**src/pkg/rdc_defines.svh**
```systemverilog
`ifndef RDC_DEFINES_SVH
`define RDC_DEFINES_SVH

// Register offsets; the command port sits just above the register space.
`define RDC_OFS_CHIP      6'h00
`define RDC_OFS_PROTO     6'h01
`define RDC_OFS_OPT_FIRST 6'h02
`define RDC_OFS_TMR_HI    6'h04
`define RDC_OFS_TMR_LO    6'h05
`define RDC_OFS_RX_WAIT   6'h08
`define RDC_OFS_CLK_CTRL  6'h09
`define RDC_OFS_OPT_LAST  6'h0b
`define RDC_OFS_IRQ       6'h0c
`define RDC_OFS_COLL      6'h0e
`define RDC_OFS_LEVEL     6'h0f
`define RDC_OFS_FIFO_STAT 6'h1c
`define RDC_OFS_LEN_HI    6'h1d
`define RDC_OFS_LEN_LO    6'h1e
`define RDC_OFS_FIFO      6'h1f
`define RDC_OFS_CMD       6'h20

// Command word layout and command codes.
`define RDC_CMD_FLAG_BIT    7
`define RDC_CMD_IDLE        5'h00
`define RDC_CMD_SOFT_INIT   5'h03
`define RDC_CMD_FIFO_RESET  5'h0f
`define RDC_CMD_TX_NOCRC    5'h10
`define RDC_CMD_TX_CRC      5'h11
`define RDC_CMD_DTX_NOCRC   5'h12
`define RDC_CMD_DTX_CRC     5'h13
`define RDC_CMD_NEXT_SLOT   5'h14
`define RDC_CMD_RX_BLOCK    5'h16
`define RDC_CMD_RX_ENABLE   5'h17
`define RDC_CMD_TEST_INT    5'h18
`define RDC_CMD_TEST_EXT    5'h19

// Reset and protocol preset values.
`define RDC_RST_CHIP      8'h01
`define RDC_RST_PROTO     8'h02
`define RDC_RST_LEVEL     8'h40
`define RDC_PRESET_02     8'h00
`define RDC_PRESET_03     8'h00
`define RDC_PRESET_04     8'hc1
`define RDC_PRESET_05     8'hc1
`define RDC_PRESET_06     8'h00
`define RDC_PRESET_07     8'h0e
`define RDC_PRESET_08     8'h07
`define RDC_PRESET_09     8'h91
`define RDC_PRESET_0A     8'h10
`define RDC_PRESET_0B     8'h87

// Field positions.
`define RDC_CHIP_RX_ON_BIT  1
`define RDC_CHIP_RF_ON_BIT  5
`define RDC_CLK_SEL_LSB     4
`define RDC_LVL_MAIN_LSB    3
`define RDC_LVL_AUX_LSB     0
`define RDC_IRQ_TX_END_BIT  7
`define RDC_IRQ_SOF_BIT     6

// Receive wait time unit and its cycle count at 100 MHz.
`define RDC_CLK_PERIOD_NS   10
`define RDC_RX_WAIT_UNIT_NS 9440
`define RDC_RX_WAIT_UNIT_CYC \
	((`RDC_RX_WAIT_UNIT_NS + `RDC_CLK_PERIOD_NS - 1) / `RDC_CLK_PERIOD_NS)

`endif

```
**src/pkg/rdc_pkg.sv**
```systemverilog
package rdc_pkg;

	typedef enum logic [2:0] {
		TX_IDLE,
		TX_ARMED,
		TX_TIMER,
		TX_SEND
	} rdc_tx_state_e;

	typedef logic [7:0] rdc_byte_t;

endpackage

```
**src/rdc_fifo_mem.sv**
```systemverilog
`timescale 1ns/1ps
`default_nettype none

module rdc_fifo_mem #(
	parameter int DEPTH  = 127,
	parameter int ADDR_W = 7
) (
	input  wire logic              clk_i,
	input  wire logic              we_i,
	input  wire logic [ADDR_W-1:0] waddr_i,
	input  wire logic [7:0]        wdata_i,
	input  wire logic [ADDR_W-1:0] raddr_i,
	output logic      [7:0]        rdata_o
);

	logic [7:0] mem [0:DEPTH-1];

	always_ff @(posedge clk_i) begin
		if (we_i) begin
			mem[waddr_i] <= wdata_i;
		end
	end

	// Write-first bypass so a byte pushed into an empty FIFO is seen at once.
	always_ff @(posedge clk_i) begin
		if (we_i && (waddr_i == raddr_i)) begin
			rdata_o <= wdata_i;
		end else begin
			rdata_o <= mem[raddr_i];
		end
	end

endmodule

`default_nettype wire

```
**src/rdc_direct_cmd.sv**
```systemverilog
// The placing of the registers and the strobed register port were chosen for this implementation.
`timescale 1ns/1ps
`default_nettype none
`include "rdc_defines.svh"

// Overview of operation
// - Command word has bit 7 set; code in bits 4..0; else address word.
// - FIFO reset empties the FIFO and clears the FIFO status register.
// - FIFO reset also clears the collision position register.
// - Immediate transmit starts once the first payload byte is in the FIFO.
// - CRC variant flags CRC append; no-CRC variant sends the frame bare.
// - Delayed transmit starts only when the transmit timer expires.
// - Next-slot command sends the protocol slot marker.
// - Block receiver holds bit decoder and framer in reset.
// - Unheld decoder flags start of frame as interrupt, even for noise.
// - Receiver block is released when a transmit operation completes.
// - Nonzero receive wait keeps receiver held that long after transmit.
// - Enable receiver command releases the receiver block.
// - Internal RF test stores both input levels in the level register.
// - Each level is a three-bit code, one step per about 300 mV.
// - External RF test, receiver on and RF off, stores received level.
// - Power-up and enable rising edge restore the vicinity protocol defaults.
// - Writing the protocol register reloads the option register presets.
// - Returning to a protocol restores defaults; host rewrites custom values.
// - Clock output select bits survive protocol selection.
module rdc_direct_cmd
	import rdc_pkg::*;
#(
	parameter int FIFO_DEPTH   = 127,
	parameter int PTR_W        = 7,
	parameter int TX_TIMER_DIV = 1,
	parameter int RX_WAIT_UNIT = `RDC_RX_WAIT_UNIT_CYC
) (
	input  wire logic       clk_i,
	input  wire logic       rst_b_i,
	input  wire logic       enable_pin_i,
	input  wire logic [5:0] addr_i,
	input  wire logic [7:0] wdata_i,
	input  wire logic       wr_i,
	input  wire logic       rd_i,
	output logic      [7:0] rdata_o,
	input  wire logic [2:0] rf_sense_input_a_i,
	input  wire logic [2:0] rf_sense_input_b_i,
	input  wire logic       rx_sof_i,
	input  wire logic       coll_valid_i,
	input  wire logic [7:0] coll_pos_i,
	input  wire logic       tx_ready_i,
	output logic      [7:0] tx_data_o,
	output logic            tx_valid_o,
	output logic            tx_crc_o,
	output logic            tx_start_o,
	output logic            tx_slot_o,
	output logic            tx_end_o,
	output logic            rx_hold_o,
	output logic            irq_o,
	output logic      [1:0] host_clock_output_sel_o
);

	localparam logic [PTR_W:0] DEPTH_CNT = (PTR_W+1)'(FIFO_DEPTH);
	localparam logic [PTR_W-1:0] LAST_PTR = PTR_W'(FIFO_DEPTH - 1);
	localparam int TMR_DIV_W = $clog2(TX_TIMER_DIV + 1);

	// Pin inputs pass two flip-flops before anything reads them.
	logic [2:0] en_sync;
	logic [2:0] lvl_a_meta;
	logic [2:0] lvl_a_sync;
	logic [2:0] lvl_b_meta;
	logic [2:0] lvl_b_sync;

	rdc_byte_t chip_ctrl;
	rdc_byte_t proto_ctrl;
	rdc_byte_t opt_reg [0:9];
	rdc_byte_t irq_status;
	rdc_byte_t coll_pos;
	rdc_byte_t level_reg;
	rdc_byte_t len_hi;
	rdc_byte_t len_lo;

	logic [PTR_W-1:0] wr_ptr;
	logic [PTR_W-1:0] rd_ptr;
	logic [PTR_W:0]   fifo_cnt;
	logic [PTR_W-1:0] mem_raddr;
	rdc_byte_t        fifo_head;

	rdc_tx_state_e    tx_state;
	logic [11:0]      tx_remain;
	logic [13:0]      tx_timer;
	logic [TMR_DIV_W-1:0] tmr_div;
	logic             rx_blocked;
	logic [17:0]      rx_wait;

	logic       en_rise;
	logic       cmd_wr;
	logic [4:0] cmd_code;
	logic       do_preset;
	logic       fifo_clear;
	logic       push;
	logic       host_pop;
	logic       tx_pop;
	logic       pop;
	logic       tx_take;
	logic       tx_done;
	logic       slot_go;
	logic       tx_cmd;
	logic       dtx_cmd;
	logic       opt_wr;
	logic [3:0] opt_idx;
	logic       next_blocked;
	logic [17:0] next_rx_wait;
	rdc_byte_t  next_irq;

	always_ff @(posedge clk_i) begin
		if (!rst_b_i) begin
			en_sync    <= 3'h0;
			lvl_a_meta <= 3'h0;
			lvl_a_sync <= 3'h0;
			lvl_b_meta <= 3'h0;
			lvl_b_sync <= 3'h0;
		end else begin
			en_sync    <= {en_sync[1:0], enable_pin_i};
			lvl_a_meta <= rf_sense_input_a_i;
			lvl_a_sync <= lvl_a_meta;
			lvl_b_meta <= rf_sense_input_b_i;
			lvl_b_sync <= lvl_b_meta;
		end
	end

	assign en_rise   = en_sync[1] & ~en_sync[2];
	assign cmd_wr    = wr_i && (addr_i == `RDC_OFS_CMD)
		&& wdata_i[`RDC_CMD_FLAG_BIT];
	// Codes with no decode below simply fall through and change nothing.
	assign cmd_code  = wdata_i[4:0];
	// Software init acts like power-up and so shares the preset path.
	assign do_preset = en_rise
		|| (cmd_wr && cmd_code == `RDC_CMD_SOFT_INIT);
	assign fifo_clear = do_preset
		|| (cmd_wr && cmd_code == `RDC_CMD_FIFO_RESET);
	assign tx_cmd  = cmd_wr && tx_state == TX_IDLE
		&& (cmd_code == `RDC_CMD_TX_NOCRC || cmd_code == `RDC_CMD_TX_CRC);
	assign dtx_cmd = cmd_wr && tx_state == TX_IDLE
		&& (cmd_code == `RDC_CMD_DTX_NOCRC || cmd_code == `RDC_CMD_DTX_CRC);
	assign slot_go = cmd_wr && tx_state == TX_IDLE
		&& cmd_code == `RDC_CMD_NEXT_SLOT;
	assign opt_wr  = wr_i && addr_i >= `RDC_OFS_OPT_FIRST
		&& addr_i <= `RDC_OFS_OPT_LAST;
	assign opt_idx = 4'(addr_i - `RDC_OFS_OPT_FIRST);

	// FIFO push and pop; the host may only drain it while no frame is sent.
	assign push     = wr_i && addr_i == `RDC_OFS_FIFO && fifo_cnt < DEPTH_CNT;
	assign host_pop = rd_i && addr_i == `RDC_OFS_FIFO && fifo_cnt != '0
		&& tx_state != TX_SEND;
	assign tx_take  = tx_state == TX_SEND && (!tx_valid_o || tx_ready_i);
	assign tx_pop   = tx_take && tx_remain != 12'h0 && fifo_cnt != '0;
	assign pop      = host_pop || tx_pop;
	assign tx_done  = (tx_take && tx_remain == 12'h0) || slot_go;

	always_comb begin
		if (fifo_clear) begin
			mem_raddr = '0;
		end else if (pop) begin
			mem_raddr = (rd_ptr == LAST_PTR) ? '0 : rd_ptr + 1'b1;
		end else begin
			mem_raddr = rd_ptr;
		end
	end

	rdc_fifo_mem #(
		.DEPTH  (FIFO_DEPTH),
		.ADDR_W (PTR_W)
	) u_fifo_mem (
		.clk_i   (clk_i),
		.we_i    (push && !fifo_clear),
		.waddr_i (wr_ptr),
		.wdata_i (wdata_i),
		.raddr_i (mem_raddr),
		.rdata_o (fifo_head)
	);

	always_ff @(posedge clk_i) begin
		if (!rst_b_i || fifo_clear) begin
			wr_ptr   <= '0;
			rd_ptr   <= '0;
			fifo_cnt <= '0;
		end else begin
			if (push) begin
				wr_ptr <= (wr_ptr == LAST_PTR) ? '0 : wr_ptr + 1'b1;
			end
			rd_ptr <= mem_raddr;
			fifo_cnt <= fifo_cnt + (PTR_W+1)'(push) - (PTR_W+1)'(pop);
		end
	end

	// Main control and protocol selection.
	always_ff @(posedge clk_i) begin
		if (!rst_b_i || do_preset) begin
			chip_ctrl  <= `RDC_RST_CHIP;
			proto_ctrl <= `RDC_RST_PROTO;
		end else if (wr_i && addr_i == `RDC_OFS_CHIP) begin
			chip_ctrl <= wdata_i;
		end else if (wr_i && addr_i == `RDC_OFS_PROTO) begin
			proto_ctrl <= wdata_i;
		end
	end

	// Option registers reload on every protocol write; the clock select
	// field is carried over so the host clock never glitches.
	always_ff @(posedge clk_i) begin
		if (!rst_b_i || do_preset ||
				(wr_i && addr_i == `RDC_OFS_PROTO)) begin
			opt_reg[0] <= `RDC_PRESET_02;
			opt_reg[1] <= `RDC_PRESET_03;
			opt_reg[2] <= `RDC_PRESET_04;
			opt_reg[3] <= `RDC_PRESET_05;
			opt_reg[4] <= `RDC_PRESET_06;
			opt_reg[5] <= `RDC_PRESET_07;
			opt_reg[6] <= `RDC_PRESET_08;
			opt_reg[7] <= `RDC_PRESET_09;
			opt_reg[8] <= `RDC_PRESET_0A;
			opt_reg[9] <= `RDC_PRESET_0B;
			if (rst_b_i && !do_preset) begin
				opt_reg[7][`RDC_CLK_SEL_LSB+:2] <=
					opt_reg[7][`RDC_CLK_SEL_LSB+:2];
			end
		end else if (opt_wr) begin
			opt_reg[opt_idx] <= wdata_i;
		end
	end

	always_ff @(posedge clk_i) begin
		if (!rst_b_i) begin
			host_clock_output_sel_o <= 2'h0;
		end else begin
			host_clock_output_sel_o <= opt_reg[7][`RDC_CLK_SEL_LSB+:2];
		end
	end

	always_ff @(posedge clk_i) begin
		if (!rst_b_i || do_preset) begin
			len_hi <= 8'h00;
			len_lo <= 8'h00;
		end else if (wr_i && addr_i == `RDC_OFS_LEN_HI) begin
			len_hi <= wdata_i;
		end else if (wr_i && addr_i == `RDC_OFS_LEN_LO) begin
			len_lo <= wdata_i;
		end
	end

	always_ff @(posedge clk_i) begin
		// A position captured in the cycle of a FIFO reset is kept, so a
		// collision reported at that moment is never lost.
		if (!rst_b_i) begin
			coll_pos <= 8'h00;
		end else if (coll_valid_i) begin
			coll_pos <= coll_pos_i;
		end else if (fifo_clear) begin
			coll_pos <= 8'h00;
		end
	end

	// Level register; codes 1..7 stand for 300 mV steps of peak level.
	always_ff @(posedge clk_i) begin
		if (!rst_b_i || do_preset) begin
			level_reg <= `RDC_RST_LEVEL;
		end else if (cmd_wr && cmd_code == `RDC_CMD_TEST_INT) begin
			level_reg[`RDC_LVL_MAIN_LSB+:3] <= lvl_a_sync;
			level_reg[`RDC_LVL_AUX_LSB+:3]  <= lvl_b_sync;
		end else if (cmd_wr && cmd_code == `RDC_CMD_TEST_EXT
				&& chip_ctrl[`RDC_CHIP_RX_ON_BIT]
				&& !chip_ctrl[`RDC_CHIP_RF_ON_BIT]) begin
			level_reg[`RDC_LVL_MAIN_LSB+:3] <= lvl_a_sync;
		end
	end

	// Transmit sequencer.
	always_ff @(posedge clk_i) begin
		if (!rst_b_i || do_preset) begin
			tx_state  <= TX_IDLE;
			tx_remain <= 12'h0;
			tx_timer  <= 14'h0;
			tmr_div   <= '0;
			tx_crc_o  <= 1'b0;
		end else begin
			case (tx_state)
				TX_IDLE: begin
					tmr_div <= '0;
					if (tx_cmd || dtx_cmd) begin
						tx_crc_o  <= cmd_code[0];
						tx_remain <= {len_hi, len_lo[7:4]};
						tx_timer  <= {opt_reg[2][5:0], opt_reg[3]};
						tx_state  <= tx_cmd ? TX_ARMED : TX_TIMER;
					end
				end
				TX_ARMED: begin
					if (fifo_cnt != '0) begin
						tx_state <= TX_SEND;
					end
				end
				TX_TIMER: begin
					if (tx_timer == 14'h0) begin
						tx_state <= TX_SEND;
					end else if (tmr_div == TMR_DIV_W'(TX_TIMER_DIV - 1)) begin
						tmr_div  <= '0;
						tx_timer <= tx_timer - 14'h1;
					end else begin
						tmr_div <= tmr_div + 1'b1;
					end
				end
				TX_SEND: begin
					if (tx_pop) begin
						tx_remain <= tx_remain - 12'h1;
					end
					if (tx_done) begin
						tx_state <= TX_IDLE;
					end
				end
				default: begin
					tx_state <= TX_IDLE;
				end
			endcase
		end
	end

	always_ff @(posedge clk_i) begin
		if (!rst_b_i || do_preset) begin
			tx_valid_o <= 1'b0;
			tx_data_o  <= 8'h00;
		end else if (tx_pop) begin
			tx_valid_o <= 1'b1;
			tx_data_o  <= fifo_head;
		end else if (tx_ready_i) begin
			tx_valid_o <= 1'b0;
		end
	end

	always_ff @(posedge clk_i) begin
		if (!rst_b_i) begin
			tx_start_o <= 1'b0;
			tx_slot_o  <= 1'b0;
			tx_end_o   <= 1'b0;
		end else begin
			tx_start_o <= !do_preset && (
				(tx_state == TX_ARMED && fifo_cnt != '0) ||
				(tx_state == TX_TIMER && tx_timer == 14'h0));
			tx_slot_o  <= !do_preset && slot_go;
			tx_end_o   <= !do_preset && tx_done;
		end
	end

	// Receiver hold: block command, then release at transmit end or after
	// the programmed wait. Wait is counted in whole cycles of the unit.
	always_comb begin
		next_blocked = rx_blocked;
		next_rx_wait = (rx_wait != 18'h0) ? rx_wait - 18'h1 : 18'h0;
		if (cmd_wr && cmd_code == `RDC_CMD_RX_BLOCK) begin
			next_blocked = 1'b1;
		end else if (cmd_wr && cmd_code == `RDC_CMD_RX_ENABLE) begin
			next_blocked = 1'b0;
			next_rx_wait = 18'h0;
		end else if (tx_done) begin
			next_blocked = 1'b0;
			next_rx_wait = 18'(opt_reg[6] * RX_WAIT_UNIT);
		end
	end

	always_ff @(posedge clk_i) begin
		if (!rst_b_i || do_preset) begin
			rx_blocked <= 1'b0;
			rx_wait    <= 18'h0;
			rx_hold_o  <= 1'b0;
		end else begin
			rx_blocked <= next_blocked;
			rx_wait    <= next_rx_wait;
			rx_hold_o  <= next_blocked || next_rx_wait != 18'h0;
		end
	end

	// Interrupt status clears on read; a new event in that cycle survives.
	always_comb begin
		next_irq = irq_status;
		if (rd_i && addr_i == `RDC_OFS_IRQ) begin
			next_irq = 8'h00;
		end
		if (rx_sof_i && !rx_hold_o) begin
			next_irq[`RDC_IRQ_SOF_BIT] = 1'b1;
		end
		if (tx_done) begin
			next_irq[`RDC_IRQ_TX_END_BIT] = 1'b1;
		end
	end

	always_ff @(posedge clk_i) begin
		if (!rst_b_i || do_preset) begin
			irq_status <= 8'h00;
			irq_o      <= 1'b0;
		end else begin
			irq_status <= next_irq;
			irq_o      <= next_irq != 8'h00;
		end
	end

	// Read data stand in the cycle after the strobe; unmapped reads are zero.
	always_ff @(posedge clk_i) begin
		if (!rst_b_i) begin
			rdata_o <= 8'h00;
		end else if (rd_i) begin
			if (addr_i >= `RDC_OFS_OPT_FIRST && addr_i <= `RDC_OFS_OPT_LAST) begin
				rdata_o <= opt_reg[opt_idx];
			end else begin
				case (addr_i)
					`RDC_OFS_CHIP:      rdata_o <= chip_ctrl;
					`RDC_OFS_PROTO:     rdata_o <= proto_ctrl;
					`RDC_OFS_IRQ:       rdata_o <= irq_status;
					`RDC_OFS_COLL:      rdata_o <= coll_pos;
					`RDC_OFS_LEVEL:     rdata_o <= level_reg;
					`RDC_OFS_FIFO_STAT: rdata_o <= {1'b0, fifo_cnt[6:0]};
					`RDC_OFS_LEN_HI:    rdata_o <= len_hi;
					`RDC_OFS_LEN_LO:    rdata_o <= len_lo;
					`RDC_OFS_FIFO:      rdata_o <= fifo_head;
					default:            rdata_o <= 8'h00;
				endcase
			end
		end
	end

endmodule

`default_nettype wire

```
**config.mk**
```make
export PLATFORM = sky130hd
export DESIGN_NAME = rdc_direct_cmd
export DESIGN_NICKNAME = d
export VERILOG_FILES = /design/src/pkg/rdc_pkg.sv /design/src/rdc_fifo_mem.sv /design/src/rdc_direct_cmd.sv
export VERILOG_INCLUDE_DIRS = /design/src /design/src/pkg
export SDC_FILE = /design/constraint.sdc
export NUM_CORES = 2
export LEC_CHECK = 0
export BUFFER_PORTS_ARGS = -buffer_cell sky130_fd_sc_hd__buf_2
export CAP_MARGIN = 15
export CORE_UTILIZATION = 47
export CTS_CLUSTER_DIAMETER = 200
export CTS_CLUSTER_SIZE = 30
export DETAILED_ROUTE_END_ITERATION = 16
export GPL_TIMING_DRIVEN = 0
export HOLD_SLACK_MARGIN = 0.12
export PLACE_DENSITY = 0.71
export SYNTH_ARGS = -nofsm -noshare
export SYNTH_HDL_FRONTEND = slang
export SYNTH_SLANG_ARGS = --single-unit
```
**constraint.sdc**
```tcl
create_clock -name clk_i -period 9.3 [get_ports clk_i]
set_clock_uncertainty 0.05 [all_clocks]
set_input_delay 0.93 -clock clk_i [delete_from_list [all_inputs] [get_ports clk_i]]
set_output_delay 0.93 -clock clk_i [all_outputs]
set_load 0.02 [all_outputs]
```
==> summary.md <==
| Metric | Value |
|---|---|
| All-Layer GR Usage | `22.67%` |
| Number of flip-flops in the largest register | `1,016` |
| EDFF count, synth | `1,144` |
| Final setup viols | `0` |
| CP Capture Type | `register` |
| Max Clk Rate | `0.1818 GHz` |
| Slowest Stage Delay on Critical Path | `1030 ps` |
| Non-Filler Instances | `4,764` |
| Syn_nets | `3,217` |
| CTS root buf | `clkbuf_16` |
| VDD IR max | `0.1556 mV` |
| Critical Path Most Common Cell | `clkbuf_1` |
| Pwr/cell area | `172.1 nW/um^2` |
| Slowest CP cell | `nor2_1` |
| WP data arrival | `5740 ps` |
| Rel. slew slack | `8.826%` |
| Hold Crit Class | `input port to register` |
| Pleak | `17.89 nW` |
| Final Hold Vio Count | `0` |
| Nets | `3,343` |
| Worst Tran Pin Value | `1368 ps` |
| Syn Area/Cell | `17.35 sq um` |
| Clk_lat worst skew | `720 ps` |
| CP Cell Sequence | `buf_4 > buf_16 > clkbuf_1 > xnor2_1 > nand3_1 > and2_1 > clkbuf_1 > and3_1 > nand2_1 > clkbuf_1 > nor2_1` |
| Area delta synth->final | `7.177%` |
| Max-cap violations | `0` |
| Max-slew violation count | `0` |
| Synthesis Warnings | `0` |
| Total I/O pin count | `61` |
| Total negative slack | `0 ps` |
| Seq/Total Area, Yosys | `70.00%` |
| ANT nets after route | `0` |
| DRT Pass-1 Iters | `6` |
| Worst-path clk slew | `110 ps` |
| # Post-CTS Setup Buffers | `0` |
| Routability cong. | `0.9109` |
| First-pass GRT wire length | `191,600 um` |
| Worst Setup Path Type | `input port to register` |
| Crit path launch type | `input port` |
| Routed length per instance | `27.76 um` |
| Hold-fix buffers at CTS | `0` |
| Number of placed cells counting well taps | `4,679` |
| Synth cell types | `74` |
| WP data required | `9540 ps` |
| Share of post-route cells with drive strength above 1 | `17.25%` |
| Top_reg_cell synth | `edfxtp_1` |
| TritonCTS clock tree | `done` |
| Largest net degree at the start of global routing | `96` |
| Crit path time final | `5499 ps` |
| Fillers | `9,073` |
| Post-CTS resize count | `0` |
| Routed via count | `29,210` |
| Num rows | `123` |
| Total CTS buffers | `49` |
| Clk buf depth | `3` |
| GRT overflow | `0` |
| Post-Syn Area | `53,940 sq um` |
| Hpwl dp | `89,390 um` |
| Reg2Reg Setup Slack | `4470 ps` |
| Commonest non-fill, non-tap cell in the layout | `edfxtp_1` |
| Core Box Area | `113,100 sq um` |
| Tcrit/Tclk final | `59.13%` |
| Sinks on Clock Net | `1,314` |
| Commonest non-fill, non-tap cells in the layout | `1,144 x edfxtp_1, 352 x mux4_2, 335 x nor2_1` |
| Mapped Cells | `3,108` |
| Die Wd | `340.8 um` |
| Status | `completed` |
| Die ar. | `116,100 sq um` |
| FFs w/ async S/R, synth | `0%` |
| DRC | `0` |
| RSZ-0062 raised after global routing | `false` |
| Initial Util | `47.69%` |
| WL final | `132,300 um` |
| Die extent in y | `340.8 um` |
| Fin util | `51.11%` |
| Vias in the first global route | `28,290` |
| CTS H-tree depth | `2` |
| Via/cell ratio | `6.131` |
| Register bit total from synthesis | `1,314` |
| Top fanout value on the critical path | `87` |
| Initial antenna violation count | `6` |
| Iteration-0 DRC Markers | `3,574` |
| Port Buf Inserts | `59` |
## path summary, 6_finish.rpt
path	cells after the start	to	from
worst max-delay path	11	u_fifo_mem.mem[13][7]	wdata_i[3]
worst min-delay path	2	lvl_a_meta[2]	rf_sense_input_a_i[2]
worst max register to register	14	rx_hold_o	opt_reg[6][0]
worst min register to register	1	en_sync[1]	en_sync[0]
## Yosys cell counts (all sizes together) (5+ instances only)
cell	number	share of area [%]
buf	53	0.46
nor2	335	2.3
xnor2	18	0.29
a211oi	17	0.24
o21bai	6	0.084
inv	83	0.58
mux2i	59	1.1
edfxtp	1144	64
o32ai	7	0.11
or4	6	0.090
xor2	18	0.29
mux2	16	0.33
mux4	352	15
o31a	5	0.081
a21oi	97	0.90
nor3	45	0.42
o211ai	7	0.097
or2	14	0.16
o21ai	52	0.48
and3	13	0.15
nand3b	7	0.097
dfxtp	170	6.3
o221a	6	0.13
and2	40	0.46
nor4	6	0.097
clkbuf	98	0.68
nand4	10	0.12
a21o	8	0.11
ha	55	1.3
a31oi	6	0.070
nand3	53	0.49
nor2b	28	0.32
or3	11	0.13
a221oi	8	0.13
fa	18	0.67
nand2	147	1.0
o22ai	21	0.24
nand2b	16	0.19
## cells by family after synthesis
logic type | Yosys count | synth area share, %
flops | 1314 | 70.00
simple gates | 748 | 6.365
mux | 427 | 16.13
compound gates | 275 | 3.252
fa+ha+maj | 73 | 1.944
buf+inv | 235 | 1.730
xor+xnor | 36 | 0.5845
## through the flow
stage	total power (W)	cell area [sq um]	hold slack (ps)	worst slack [ps]
2_1_floorplan	0.007077	53940	361.9	5232
3_3_place_gp	0.007322	56110	373.7	1895
3_5_place_dp	0.007338	56400	371.1	3264
4_1_cts	0.009963	57770	341.8	3979
5_1_grt	0.01021	57810	356.4	3730
6_report	0.009948	57810	372.0	3801
## per-layer routing
metal | share of wire, % | vias up | track usage (%)
met5 | 0.035 | - | 0
met4 | 3.3 | 8 | 7.128
met3 | 8.9 | 206 | 3.643
met2 | 48 | 1454 | 36.56
met1 | 40 | 15140 | 31.82
li1 | - | 12410 | -
## area by class of cell
class                           instances  area, sq um  share of cell area, %
Clock buffer                           77         1331                  2.303
Tap cell                             1500         1877                  3.246
Inverter                               84        315.3                 0.5454
Multi-Input combinational cell       1559        15250                  26.38
Antenna cell                            1        2.502               0.004329
Timing Repair Buffer                   75        630.6                  1.091
Clock inverter                          3        30.03                0.05194
Sequential cell                      1314        37760                  65.31
Buffer                                151        618.1                  1.069
## critical path: cells and delay by family
kind          cells  cell delay (ps)
buf+inv           5             2380
xor+xnor          1              140
simple gates      5             2090
## where the power goes
part / total, W / internal (W) / switching [W] / leakage [nW]
Clock: 0.00274 / 0.00101 / 0.00173 / 0.655
Combinational: 0.000731 / 0.000278 / 0.000453 / 5.53
Sequential: 0.00648 / 0.00644 / 0.0000406 / 11.7
Total: 0.00995 / 0.00773 / 0.00222 / 17.9
(Power assumes the default switching activity.)
